--- src/slvm_pkg.sv ---
package slvm_pkg;
	// Register map of the plain register port.
	localparam logic [3:0] SLVM_ADDR_CONTROL = 4'h0;
	localparam logic [3:0] SLVM_ADDR_IRQ_STATUS = 4'h1;
	localparam logic [3:0] SLVM_ADDR_IRQ_MASK = 4'h2;
	localparam logic [3:0] SLVM_ADDR_CPU_CONTROL = 4'h3;
	// Control register field positions.
	localparam int SLVM_BIT_INDICATOR = 5;
	localparam int SLVM_BIT_DETECTOR_ON = 4;
	localparam int SLVM_BIT_BANDGAP_ON = 3;
	localparam int SLVM_THRESH_MSB = 2;
	localparam logic [7:0] SLVM_CONTROL_RESET = 8'h00;
	localparam logic [7:0] SLVM_CONTROL_WMASK = 8'h1f;
	// Processor interrupt control register bits.
	localparam int SLVM_BIT_GIE = 0;
	localparam int SLVM_BIT_LVIE = 1;
	localparam int SLVM_BIT_REQ = 2;
	// Interrupt status and mask bits.
	localparam int SLVM_EV_REQ_SET = 0;
	localparam int SLVM_EV_INDICATOR_RISE = 1;
	localparam int SLVM_EV_WAKE = 2;
	localparam int SLVM_NUM_EVENTS = 3;
	// Settling delay from indicator high to request flag, in ns.
	localparam int SLVM_CLK_MHZ = 40;
	localparam int SLVM_DELAY_NS = 1000;
	localparam int SLVM_DELAY_CYCLES = (SLVM_DELAY_NS * SLVM_CLK_MHZ + 999) / 1000;
	localparam int SLVM_CNT_W = 16;
	// Detection levels in tens of millivolts, by threshold code.
	localparam logic [8:0] SLVM_LEVEL_TABLE [8] = '{
		9'd200, 9'd220, 9'd240, 9'd270, 9'd300, 9'd330, 9'd360, 9'd400
	};
	// Delay state machine.
	typedef enum logic [1:0] {
		SLVM_IDLE = 2'b00,
		SLVM_COUNT = 2'b01,
		SLVM_DONE = 2'b11
	} slvm_state_e;
endpackage : slvm_pkg

--- src/slvm_delay.sv ---
`timescale 1ns/1ps
module slvm_delay (
	input wire logic mclk,
	input wire logic rst,
	input wire logic run,
	input wire logic indicator,
	input wire logic [slvm_pkg::SLVM_CNT_W-1:0] delay_cycles,
	output logic expire
);
	import slvm_pkg::*;
	slvm_state_e state;
	logic [SLVM_CNT_W-1:0] count;

	// Counts the settling delay while the indicator stays high; one pulse on expiry.
	always_ff @(posedge mclk or posedge rst) begin
		if (rst) begin
			state <= SLVM_IDLE;
			count <= '0;
			expire <= 1'b0;
		end else begin
			expire <= 1'b0;
			if (!run || !indicator) begin
				state <= SLVM_IDLE;
				count <= '0;
			end else begin
				case (state)
					SLVM_IDLE: begin
						state <= SLVM_COUNT;
						count <= '0;
					end
					SLVM_COUNT: begin
						if (count >= delay_cycles - 1'b1) begin
							state <= SLVM_DONE;
							expire <= 1'b1;
						end else begin
							count <= count + 1'b1;
						end
					end
					SLVM_DONE: state <= SLVM_DONE;
					default: state <= SLVM_IDLE;
				endcase
			end
		end
	end
endmodule : slvm_delay

--- src/slvm_sync.sv ---
`timescale 1ns/1ps
module slvm_sync (
	input wire logic mclk,
	input wire logic rst,
	input wire logic async_in,
	output logic sync_out
);
	import slvm_pkg::*;
	logic stage1;

	// Two flip-flops; only the second one is seen by logic.
	always_ff @(posedge mclk or posedge rst) begin
		if (rst) begin
			stage1 <= 1'b0;
			sync_out <= 1'b0;
		end else begin
			stage1 <= async_in;
			sync_out <= stage1;
		end
	end
endmodule : slvm_sync

--- src/slvm_top.sv ---
`timescale 1ns/1ps
////////////////////////////////////////////////////////////////////////////////
// Overview of operation
// - Request flag holds until serviced or cleared.
// - Request flag rising edge wakes the device.
// - Interrupt return restores global enable; subroutine return not.
// - Three-bit code selects one of eight levels.
// - Bit five reads one while supply low.
// - Bit four switches detector on or off.
// - Bandgap on for detector, brownout or buffer.
// - Bits seven and six read zero.
// - Sleep forces the detector off.
// - Indicator toggles pass through unfiltered.
// - Request flag sets after fixed delay.
// - Request flag set wakes from idle.
// - Service needs both enables and free stack.
// - Service clears request flag and global enable.
module slvm_top #(
	parameter logic [slvm_pkg::SLVM_CNT_W-1:0] DELAY_CYCLES =
		slvm_pkg::SLVM_CNT_W'(slvm_pkg::SLVM_DELAY_CYCLES)
) (
	input wire logic mclk,
	input wire logic rst,
	input wire logic [3:0] reg_addr,
	input wire logic [7:0] reg_wdata,
	input wire logic reg_write,
	input wire logic reg_read,
	output logic [7:0] reg_rdata,
	input wire logic comparator_low,
	input wire logic sleep_mode,
	input wire logic idle_mode,
	input wire logic brownout_reset_on,
	input wire logic stack_full,
	input wire logic irq_ack,
	input wire logic return_from_interrupt,
	input wire logic return_from_subroutine,
	output logic detector_power,
	output logic bandgap_power,
	output logic [8:0] threshold_level,
	output logic irq_take,
	output logic wake,
	output logic irq
);
	import slvm_pkg::*;

	// Register state and flags.
	logic [7:0] control;
	logic supply_low_indicator;
	logic supply_low_irq_request;
	logic supply_low_irq_enable;
	logic global_irq_enable;
	logic [SLVM_NUM_EVENTS-1:0] irq_status;
	logic [SLVM_NUM_EVENTS-1:0] irq_mask;
	// Synchronised pins.
	logic comp_sync;
	logic sleep_sync;
	logic idle_sync;
	logic lvr_sync;
	// Internal control and edge history.
	logic detector_run;
	logic delay_expire;
	logic request_prev;
	logic indicator_prev;
	logic service;
	// Decoded register strobes and event vectors.
	logic wr_control;
	logic wr_cpu;
	logic wr_mask;
	logic rd_status;
	logic [SLVM_NUM_EVENTS-1:0] events;
	logic [SLVM_NUM_EVENTS-1:0] next_irq_status;

	////////////////////////////////////////////////////////////////////////////
	// Pin synchronisers for the analog result and the power-mode straps.
	// These inputs come from other domains, so each passes two flip-flops first.
	slvm_sync u_sync_comp (
		.mclk(mclk),
		.rst(rst),
		.async_in(comparator_low),
		.sync_out(comp_sync)
	);
	slvm_sync u_sync_sleep (
		.mclk(mclk),
		.rst(rst),
		.async_in(sleep_mode),
		.sync_out(sleep_sync)
	);
	slvm_sync u_sync_idle (
		.mclk(mclk),
		.rst(rst),
		.async_in(idle_mode),
		.sync_out(idle_sync)
	);
	slvm_sync u_sync_lvr (
		.mclk(mclk),
		.rst(rst),
		.async_in(brownout_reset_on),
		.sync_out(lvr_sync)
	);

	// The detector only runs when enabled and the device is awake.
	// Sleep is seen after its synchroniser, so the detector drops two cycles late.
	assign detector_run = control[SLVM_BIT_DETECTOR_ON] & ~sleep_sync;

	////////////////////////////////////////////////////////////////////////////
	// Decoded register strobes.
	assign wr_control = reg_write && (reg_addr == SLVM_ADDR_CONTROL);
	assign wr_cpu = reg_write && (reg_addr == SLVM_ADDR_CPU_CONTROL);
	assign wr_mask = reg_write && (reg_addr == SLVM_ADDR_IRQ_MASK);
	assign rd_status = reg_read && (reg_addr == SLVM_ADDR_IRQ_STATUS);

	// Control register; only threshold, bandgap and detector bits are writable.
	// The indicator bit is read-only, so the write mask drops whatever lands on it.
	always_ff @(posedge mclk or posedge rst) begin
		if (rst) begin
			control <= SLVM_CONTROL_RESET;
		end else if (wr_control) begin
			control <= reg_wdata & SLVM_CONTROL_WMASK;
		end
	end

	// Indicator follows the comparator with no filtering, forced low when off.
	always_ff @(posedge mclk or posedge rst) begin
		if (rst) begin
			supply_low_indicator <= 1'b0;
		end else begin
			supply_low_indicator <= detector_run & comp_sync;
		end
	end

	////////////////////////////////////////////////////////////////////////////
	// Settling delay from indicator high to the request flag.
	// It counts system clocks, so its length follows the clock rate.
	slvm_delay u_delay (
		.mclk(mclk),
		.rst(rst),
		.run(detector_run),
		.indicator(supply_low_indicator),
		.delay_cycles(DELAY_CYCLES),
		.expire(delay_expire)
	);

	// Interrupt is taken only with both enables, a pending flag and stack room.
	// The acknowledge stands for the core being ready to branch to the vector.
	assign service = supply_low_irq_request & supply_low_irq_enable & global_irq_enable
		& ~stack_full & irq_ack;

	// Request flag: set by expiry, kept until service or software clear; set wins.
	// Software may preset it before halting, so a later expiry makes no rising edge.
	always_ff @(posedge mclk or posedge rst) begin
		if (rst) begin
			supply_low_irq_request <= 1'b0;
		end else if (delay_expire) begin
			supply_low_irq_request <= 1'b1;
		end else if (wr_cpu) begin
			supply_low_irq_request <= reg_wdata[SLVM_BIT_REQ];
		end else if (service) begin
			supply_low_irq_request <= 1'b0;
		end
	end

	// Local enable is plain software state; clearing it never clears the flag.
	always_ff @(posedge mclk or posedge rst) begin
		if (rst) begin
			supply_low_irq_enable <= 1'b0;
		end else if (wr_cpu) begin
			supply_low_irq_enable <= reg_wdata[SLVM_BIT_LVIE];
		end
	end

	// Global enable: cleared on service, set by interrupt return or a software write.
	always_ff @(posedge mclk or posedge rst) begin
		if (rst) begin
			global_irq_enable <= 1'b0;
		end else if (service) begin
			global_irq_enable <= 1'b0;
		end else if (return_from_interrupt) begin
			global_irq_enable <= 1'b1;
		end else if (return_from_subroutine) begin
			global_irq_enable <= global_irq_enable;
		end else if (wr_cpu) begin
			global_irq_enable <= reg_wdata[SLVM_BIT_GIE];
		end
	end

	////////////////////////////////////////////////////////////////////////////
	// Edge history for wake-up and event detection.
	// Both history bits reset to the idle level of their flags, so no false edge follows reset.
	always_ff @(posedge mclk or posedge rst) begin
		if (rst) begin
			request_prev <= 1'b0;
			indicator_prev <= 1'b0;
		end else begin
			request_prev <= supply_low_irq_request;
			indicator_prev <= supply_low_indicator;
		end
	end

	// Wake pulse on a rising request flag, regardless of enables.
	// While the core is running the pulse would mean nothing, so it is dropped.
	always_ff @(posedge mclk or posedge rst) begin
		if (rst) begin
			wake <= 1'b0;
		end else begin
			wake <= supply_low_irq_request & ~request_prev & (sleep_sync | idle_sync);
		end
	end

	// Service strobe towards the processor core.
	// The cleared global enable keeps this to one pulse per service.
	always_ff @(posedge mclk or posedge rst) begin
		if (rst) begin
			irq_take <= 1'b0;
		end else begin
			irq_take <= service;
		end
	end

	////////////////////////////////////////////////////////////////////////////
	// Sticky status events, cleared by a read; a new event wins over the clear.
	assign events[SLVM_EV_REQ_SET] = supply_low_irq_request & ~request_prev;
	assign events[SLVM_EV_INDICATOR_RISE] = supply_low_indicator & ~indicator_prev;
	// Wake is an event of its own, so software can tell why the core woke.
	assign events[SLVM_EV_WAKE] = wake;

	// Status after this edge: a read clears, but an event of the same cycle still lands.
	always_comb begin
		if (rd_status) begin
			next_irq_status = events;
		end else begin
			next_irq_status = irq_status | events;
		end
	end

	always_ff @(posedge mclk or posedge rst) begin
		if (rst) begin
			irq_status <= '0;
		end else begin
			irq_status <= next_irq_status;
		end
	end

	// Mask register; its bits have the layout of the status bits.
	always_ff @(posedge mclk or posedge rst) begin
		if (rst) begin
			irq_mask <= '0;
		end else if (wr_mask) begin
			irq_mask <= reg_wdata[SLVM_NUM_EVENTS-1:0];
		end
	end

	// Level interrupt output, built from the status as it stands after this edge.
	always_ff @(posedge mclk or posedge rst) begin
		if (rst) begin
			irq <= 1'b0;
		end else begin
			irq <= |(next_irq_status & irq_mask);
		end
	end

	////////////////////////////////////////////////////////////////////////////
	// Analog controls, registered.
	// The code is decoded here so the comparator always sees a settled level.
	always_ff @(posedge mclk or posedge rst) begin
		if (rst) begin
			detector_power <= 1'b0;
			bandgap_power <= 1'b0;
			threshold_level <= SLVM_LEVEL_TABLE[0];
		end else begin
			detector_power <= detector_run;
			bandgap_power <= detector_run | lvr_sync | control[SLVM_BIT_BANDGAP_ON];
			threshold_level <= SLVM_LEVEL_TABLE[control[SLVM_THRESH_MSB:0]];
		end
	end

	////////////////////////////////////////////////////////////////////////////
	// Read data, one cycle after the read strobe; unmapped reads give zero.
	// The two top control bits are tied to zero and the indicator sits in bit five.
	always_ff @(posedge mclk or posedge rst) begin
		if (rst) begin
			reg_rdata <= 8'h00;
		end else if (reg_read) begin
			case (reg_addr)
				SLVM_ADDR_CONTROL: begin
					reg_rdata <= {2'b00, supply_low_indicator, control[4:0]};
				end
				SLVM_ADDR_IRQ_STATUS: reg_rdata <= {5'h00, irq_status};
				SLVM_ADDR_IRQ_MASK: reg_rdata <= {5'h00, irq_mask};
				SLVM_ADDR_CPU_CONTROL: begin
					reg_rdata <= {5'h00, supply_low_irq_request, supply_low_irq_enable,
						global_irq_enable};
				end
				default: reg_rdata <= 8'h00;
			endcase
		end else begin
			reg_rdata <= 8'h00;
		end
	end
endmodule : slvm_top

--- config.mk ---
export PLATFORM = sky130hd
export DESIGN_NAME = slvm_top
export DESIGN_NICKNAME = d
export VERILOG_FILES = /design/src/slvm_pkg.sv /design/src/slvm_delay.sv /design/src/slvm_sync.sv /design/src/slvm_top.sv
export SDC_FILE = /design/constraint.sdc
export NUM_CORES = 1
export LEC_CHECK = 0
export ABC_AREA = 1
export BUFFER_PORTS_ARGS = -buffer_cell sky130_fd_sc_hd__buf_2
export CORE_ASPECT_RATIO = 0.8
export CORE_MARGIN = 4
export CORE_UTILIZATION = 53
export DETAILED_ROUTE_END_ITERATION = 10
export GPL_TIMING_DRIVEN = 0
export HOLD_SLACK_MARGIN = 0.1
export PLACE_DENSITY = 0.77
export SETUP_SLACK_MARGIN = 0.05
export SLEW_MARGIN = 10
export SYNTH_ARGS = -nofsm -noshare
export SYNTH_HDL_FRONTEND = slang
export SYNTH_HIERARCHICAL = 1
export SYNTH_SLANG_ARGS = --single-unit
export TNS_END_PERCENT = 30
--- constraint.sdc ---
create_clock -name mclk -period 1.6 [get_ports mclk]
set_input_delay 0.08 -clock mclk [delete_from_list [all_inputs] [get_ports mclk]]
set_output_delay 0.08 -clock mclk [all_outputs]
set_load 0.01 [all_outputs]
==> Yosys cells after proc, flatten, opt, wreduce, memory -nomap -nowiden <==
Memory sizes are Yosys's and may differ from the RTL's. A register that Yosys moved wholly into a read port is not among the register bits.
Index checks and enable logic that the tools add are counted.
{ "word_totals": {"register_bits": 57, "rom_bits": 72, "out_inout_bits": 22, "n_memories": 1, "in_bits": 24, "elab_cells": 90, "mem_bits_rw": 0, "latch_bits": 0} }
{ "memory_table": {"columns": ["name", "depth", "word_bits", "rd", "rd_ports_with_merged_regs", "wr", "line_no", "rtl"], "rows": [
  ["(name not given)", 8, 9, 1, 1, 0, "slvm_top.sv:272", "threshold_level <= SLVM_LEVEL_TABLE[control[SLVM_THRESH_MSB:0]];"]
]} }
{ "op_classes": {"order_cmp": 1, "reduce_logical": 15, "eq_ne": 8, "n_addsub": 1, "n_mux": 19, "div_mod_pow": 0, "shifts": 0, "n_mul": 0, "bitwise": 19} }
{ "op_table": {"columns": ["cell", "count"], "rows": [
  ["2-to-1 mux 16 bit", 2],
  ["one-hot mux 16 bit (2 select lines)", 1],
  ["one-hot mux 6 bit (4 select lines)", 1],
  ["adder 16 x 1 -> 16 bit (second input constant)", 1],
  ["greater-or-equal comparator 16 x 6 -> 1 bit (second input constant)", 1],
  ["2-to-1 mux 1 bit", 10],
  ["AND 1 bit", 9],
  ["nonzero test 3 bit", 3],
  ["equality test 4 x 2 -> 1 bit (second input constant)", 2],
  ["2-to-1 mux 8 bit", 1],
  ["inequality test 3 x 2 -> 1 bit (second input constant)", 2],
  ["one-hot mux 2 bit (3 select lines)", 1],
  ["equality test 4 x 1 -> 1 bit (second input constant)", 1],
  ["logical AND 1 bit", 4],
  ["logical NOT 4 bit", 1],
  ["2-to-1 mux 2 bit", 2],
  ["inverter 1 bit", 4],
  ["inverter 3 -> 4 bit", 1],
  ["AND reduction 2 bit", 2],
  ["AND 3 bit", 1],
  ["2-to-1 mux 3 bit", 1],
  ["inequality test 3 x 1 -> 1 bit (second input constant)", 1],
  ["bitwise OR 1 bit", 3],
  ["bitwise OR 3 bit", 1],
  ["other kinds (6)", 7]
]} }

==> Longest topological paths before layout <==
{ "depth": {"ltp_word": 7, "ltp_mapped": 21, "mapped_depth_nobuf": 20} }

==> By module <==
Netlist, hierarchy kept.
{ "modules_own_cells": {"columns": ["mod", "area_per_inst_um2", "cells_per_inst", "n_inst", "seq_area_each_um2"], "rows": [
  ["slvm_delay", 1889.3, 283, 1, 475.5],
  ["slvm_top", 1595.3, 170, 1, 904.6],
  ["slvm_sync", 53.8, 3, 4, 50.0]
]} }

==> Worst setup path before layout <==
No wires, ideal clock.
{ "synth_timing": {"path_type": "register -> register", "from": "register u_delay.count[5]", "to": "register u_delay.count[3]", "n_path_buf": 1, "slack_ns": -0.078, "setup_ns": 0.117, "t_required_ns": 1.483, "path_stages_with_launch": 15, "arrival_time_ns": 1.561, "cell_sequence": "dfrtp_1 -> ha_1 -> nand2_1 -> nand2_1 -> nand2_1 -> nand2_1 -> nor2_1 -> nand2_1 -> nand2_1 -> nand2_2 -> nand2_4 -> nand2_4 -> buf_6 -> nand2_1 -> nand2_1"} }
{ "synth_via": {"elab_chain_len": 3} }
{ "synth_rtl": {"columns": ["element", "line_no", "rtl"], "rows": [
  ["start: declaration", "slvm_delay.sv:12", "logic [SLVM_CNT_W-1:0] count;"],
  ["start signal: assignment", "slvm_delay.sv:36", "count <= count + 1'b1;"],
  ["greater-or-equal comparator 16 x 6 -> 1 bit", "slvm_delay.sv:32", "if (count >= delay_cycles - 1'b1) begin"],
  ["inequality test 3 x 2 -> 1 bit (no source line)", null, null],
  ["AND reduction 2 bit (no source line)", null, null]
]} }
Every way passes these cells.
A chain may end at the register's enable or synchronous reset.

==> Final worst setup path <==
{ "layout_timing": {"from": "register u_delay.count[5]", "to": "register u_delay.count[4]"} }
The elaborated chain is that of the path after synthesis.

==> impl_metrics.yaml <==
clock_tree:
  cts_buffer_depth: 2
  cts_buffers: 9
  cts_tree: "yes"
  clock_latency_ns: 0.34
  cts.sinks: 63
  htreeDepth: 3
  cts_root_buf: "clkbuf_8"
  clk_pin_slew_ns: 0.07
run_status:
  status: "complete, but fails checks"
  violations: "setup timing"
worst_hold_path:
  hold_path_depth: 3
  min_to: "irq_mask[2]$_DFFE_PP0P_"
  worstHoldPathType: "in2reg"
  worstHoldStart: "reg_addr[1]"
finish:
  final_common_cell: "nand2_1"
  drive_gt1_share_pct: 23.5
  multi_input_area_um2: 2090
  layout.nets: 643
  area_growth_pct: 29.7
  nFillCells: 503
  mostFrequentLayoutCells: "nand2_1, inv_1, nor2_1"
  diodes: 0
  final_cells: 684
  seq_area_um2: 1590
floorplan:
  coreArea_um2: 6570
  io_pins: 46
  die_y_um: 82.7
  rows: 26
  die_x_um: 101
  die_area_um2: 8390
  start_util_pct: 56.3
synthesis:
  synth_warnings: 6
  avgSynthCellArea_um2: 7.96
  ys_seq_area_share_pct: 42.7
  synth_top_flop_cell: "dfrtp_1"
  ys_ff_latch: 63
  yosys-top-cells-area: "dfrtp_1, nand2_1, ha_1"
  synth_cell_types: 37
  async_reset_ff_share_pct: 100
  syn_area_um2: 3700
  synth_cells: 465
  synth_edf_count: 0
  synth_top_area_share_pct: 40.6
  synth_top_area_cell: "dfrtp_1"
grt:
  grt_util_met1_pct: 29.1
  grt_util_met2_pct: 33.2
  overflow: 0
  grt_max_degree: 37
  met3_usage_pct: 5.96
  track_usage_pct: 21.1
  antenna_found_initial: 0
  grt_pass1_vias: 3027
  grt.busiest_layer: "met2"
  grt_pass1_wl_um: 13900
worst_setup_path:
  crit_family: "simple AND/OR/NAND/NOR gates"
  cp-end-kind: "flip-flop"
  slowest_delay_ns: 0.42
  slowest_stage: "dfrtp_2"
  regToRegEndpoint: "u_delay/count[4]$_DFFE_PP0P_"
  critPathRequiredTime_ns: 1.83
  crit_chain: "ha_4, nand2_2, nand2_2, nand2_1, nand2_1, nor2_1, nand2_1, nand2_1, nand2_2, nand2_4, nand2_8, buf_8, nand2_1, nand2_1"
  timing.rr.start: "u_delay/count[5]$_DFFE_PP0P_"
  critPathArrivalTime_ns: 2.01
  ff2ff_path_depth: 14
  reg2reg_slack_ns: -0.18
  crit_type: "reg2reg"
  worst-path-buf-inv: 1
  cp-start-kind: "flip-flop"
  path_common_cell: "nand2_1"
  worstPathMaxFanout: 6
power_and_ir_drop:
  p_per_area_nw_per_um2: 777
  seqPwrFrac_pct: 50.1
  switchingPower_uw: 1080
  power_leakage_uw: 0.00249
  combPwrFrac_pct: 17.8
  p_clk_share_pct: 32.1
  switching_share_pct: 29.0
  irDropWorstVdd_v: 0.000694
  p_int_uw: 2650
detailed_routing:
  drt-initial-drc-count: 338
  vias_per_cell: 4.81
  vias: 3293
  first_pass_iters: 5
  route.detailed.drc: 0
  ant_nets: 0
  wl_per_cell_um: 12.0
  wirelength_um: 8210
place:
  post-place-ws_ns: -0.362
  routabilityCongestion: 0.902
  detailed_place_hpwl_um: 5840
  placement.io_buffers: 39
  dp_cells: 634
sta:
  worstMarginPinSlew_ns: 0.743
  rsz0062_at_grt: "yes"
  setup_viol: 18
  finalCriticalPeriod_ns: 1.78
  hold_violations: 0
  slew_headroom_pct: 50.4
  whs_ns: 0.121
  finalClockSkew_ns: 0.00466
  finalCritPeriodShare_pct: 111
  setup_ws_ns: -0.179
  timing.fmax_ghz: 0.562
  slew_violations: 0
flow_run:
  drv_cap: 0
==> repair_timing <==
| item | in CTS | in global routing |
|---|---|---|
| setup endpoints to repair | 18 | 18 |
| buffers inserted | 14 | 5 |
| cloned | 0 | 1 |
| hold buffers | 14 | 0 |
| hold endpoints to repair | 82 | 0 |
| resized for setup | 19 | 15 |
| pin swaps | 2 | 4 |
==> sequential cells by signal, summed over array words and instances (netlist names), 2 cells and up <==
signal	count
reg_rdata	6
control	5
u_delay/state	2
u_delay/count	16
irq_mask	3
threshold_level	8
irq_status	3
==> through the flow <==
| step | cell area (µm²) | TNS, ns | util (%) | power (µW) |
|---|---|---|---|---|
| final | 4800 | -2.53 | 73.0 | 3730 |
| after CTS | 4680 | -2.22 | 71.3 | 3760 |
| after global routing | 4800 | -4.00 | 73.0 | 3960 |
| after detailed placement | 4180 | -4.94 | 63.5 | 2500 |
| after global placement | 4180 | -4.17 | 63.5 | 2470 |
| after floorplan | 3870 | -0.585 | - | 2280 |
==> worst max-delay path by stage <==
stage	start	to	slack [ns]	depth (start not counted)
2_1_floorplan	u_delay/count[5]$_DFFE_PP0P_	u_delay/count[3]$_DFFE_PP0P_	-0.06	14
6_report	u_delay/count[5]$_DFFE_PP0P_	u_delay/count[4]$_DFFE_PP0P_	-0.18	14
3_5_place_dp	u_delay/count[3]$_DFFE_PP0P_	u_delay/count[4]$_DFFE_PP0P_	-0.36	12
4_1_cts	u_delay/count[6]$_DFFE_PP0P_	u_delay/count[4]$_DFFE_PP0P_	-0.16	14
3_3_place_gp	u_delay/count[7]$_DFFE_PP0P_	u_delay/count[13]$_DFFE_PP0P_	-0.31	13
5_1_grt	u_delay/count[5]$_DFFE_PP0P_	u_delay/count[3]$_DFFE_PP0P_	-0.26	14
==> layer usage <==
metal / wire (µm) / share of wire [%]
met1: 3790 / 46
met2: 3760 / 46
met3: 607 / 7.4
met4: 56 / 0.68
met5: 0 / 0
==> cell usage after synthesis (all sizes together), types with 7 or more instances <==
master and instances:
xnor2 8, buf 9, dfrtp 60, nor3 8
ha 24, o21ai 21, xor2 10, nand4 7
inv 67, nand3 38, nand2 118, nor2 63
a21oi 15
==> logic make-up after synthesis <==
logic type,Yosys count,share of synthesized area [%]
and+or+nand+nor,241,30.2
adders and majority gates,24,8.12
buffers and inverters,76,8.62
DFF,63,42.7
xor gates and xnor gates,18,4.26
AOI/OAI and AO/OA,40,5.65
muxes,1,0.271
other,2,0.203
==> cell type report <==
| cell class | instances | area share, % |
|---|---|---|
| multi-input combinational | 372 | 43.7 |
| sequential | 63 | 33.2 |
| timing repair buffer | 73 | 10.5 |
| inverter | 67 | 5.24 |
| clock buffer | 11 | 2.95 |
| tap | 84 | 2.19 |
| buffer | 9 | 1.62 |
| clock inverter | 5 | 0.704 |
==> power by group through the flow <==
stage               Combinational (µW)  Clock [µW]  Sequential, µW
finish                             663        1200            1870
global route                       750        1320            1890
CTS                                650        1250            1870
detailed placement                 606           0            1900
global placement                   580           0            1890
floorplan                          356           0            1930
==> worst min-delay path, cell delays in order <==
cell     delay (ns)
buf_2          0.15
nand4_4        0.12
o21ai_1        0.06
Power figures use the tool's default switching activity.
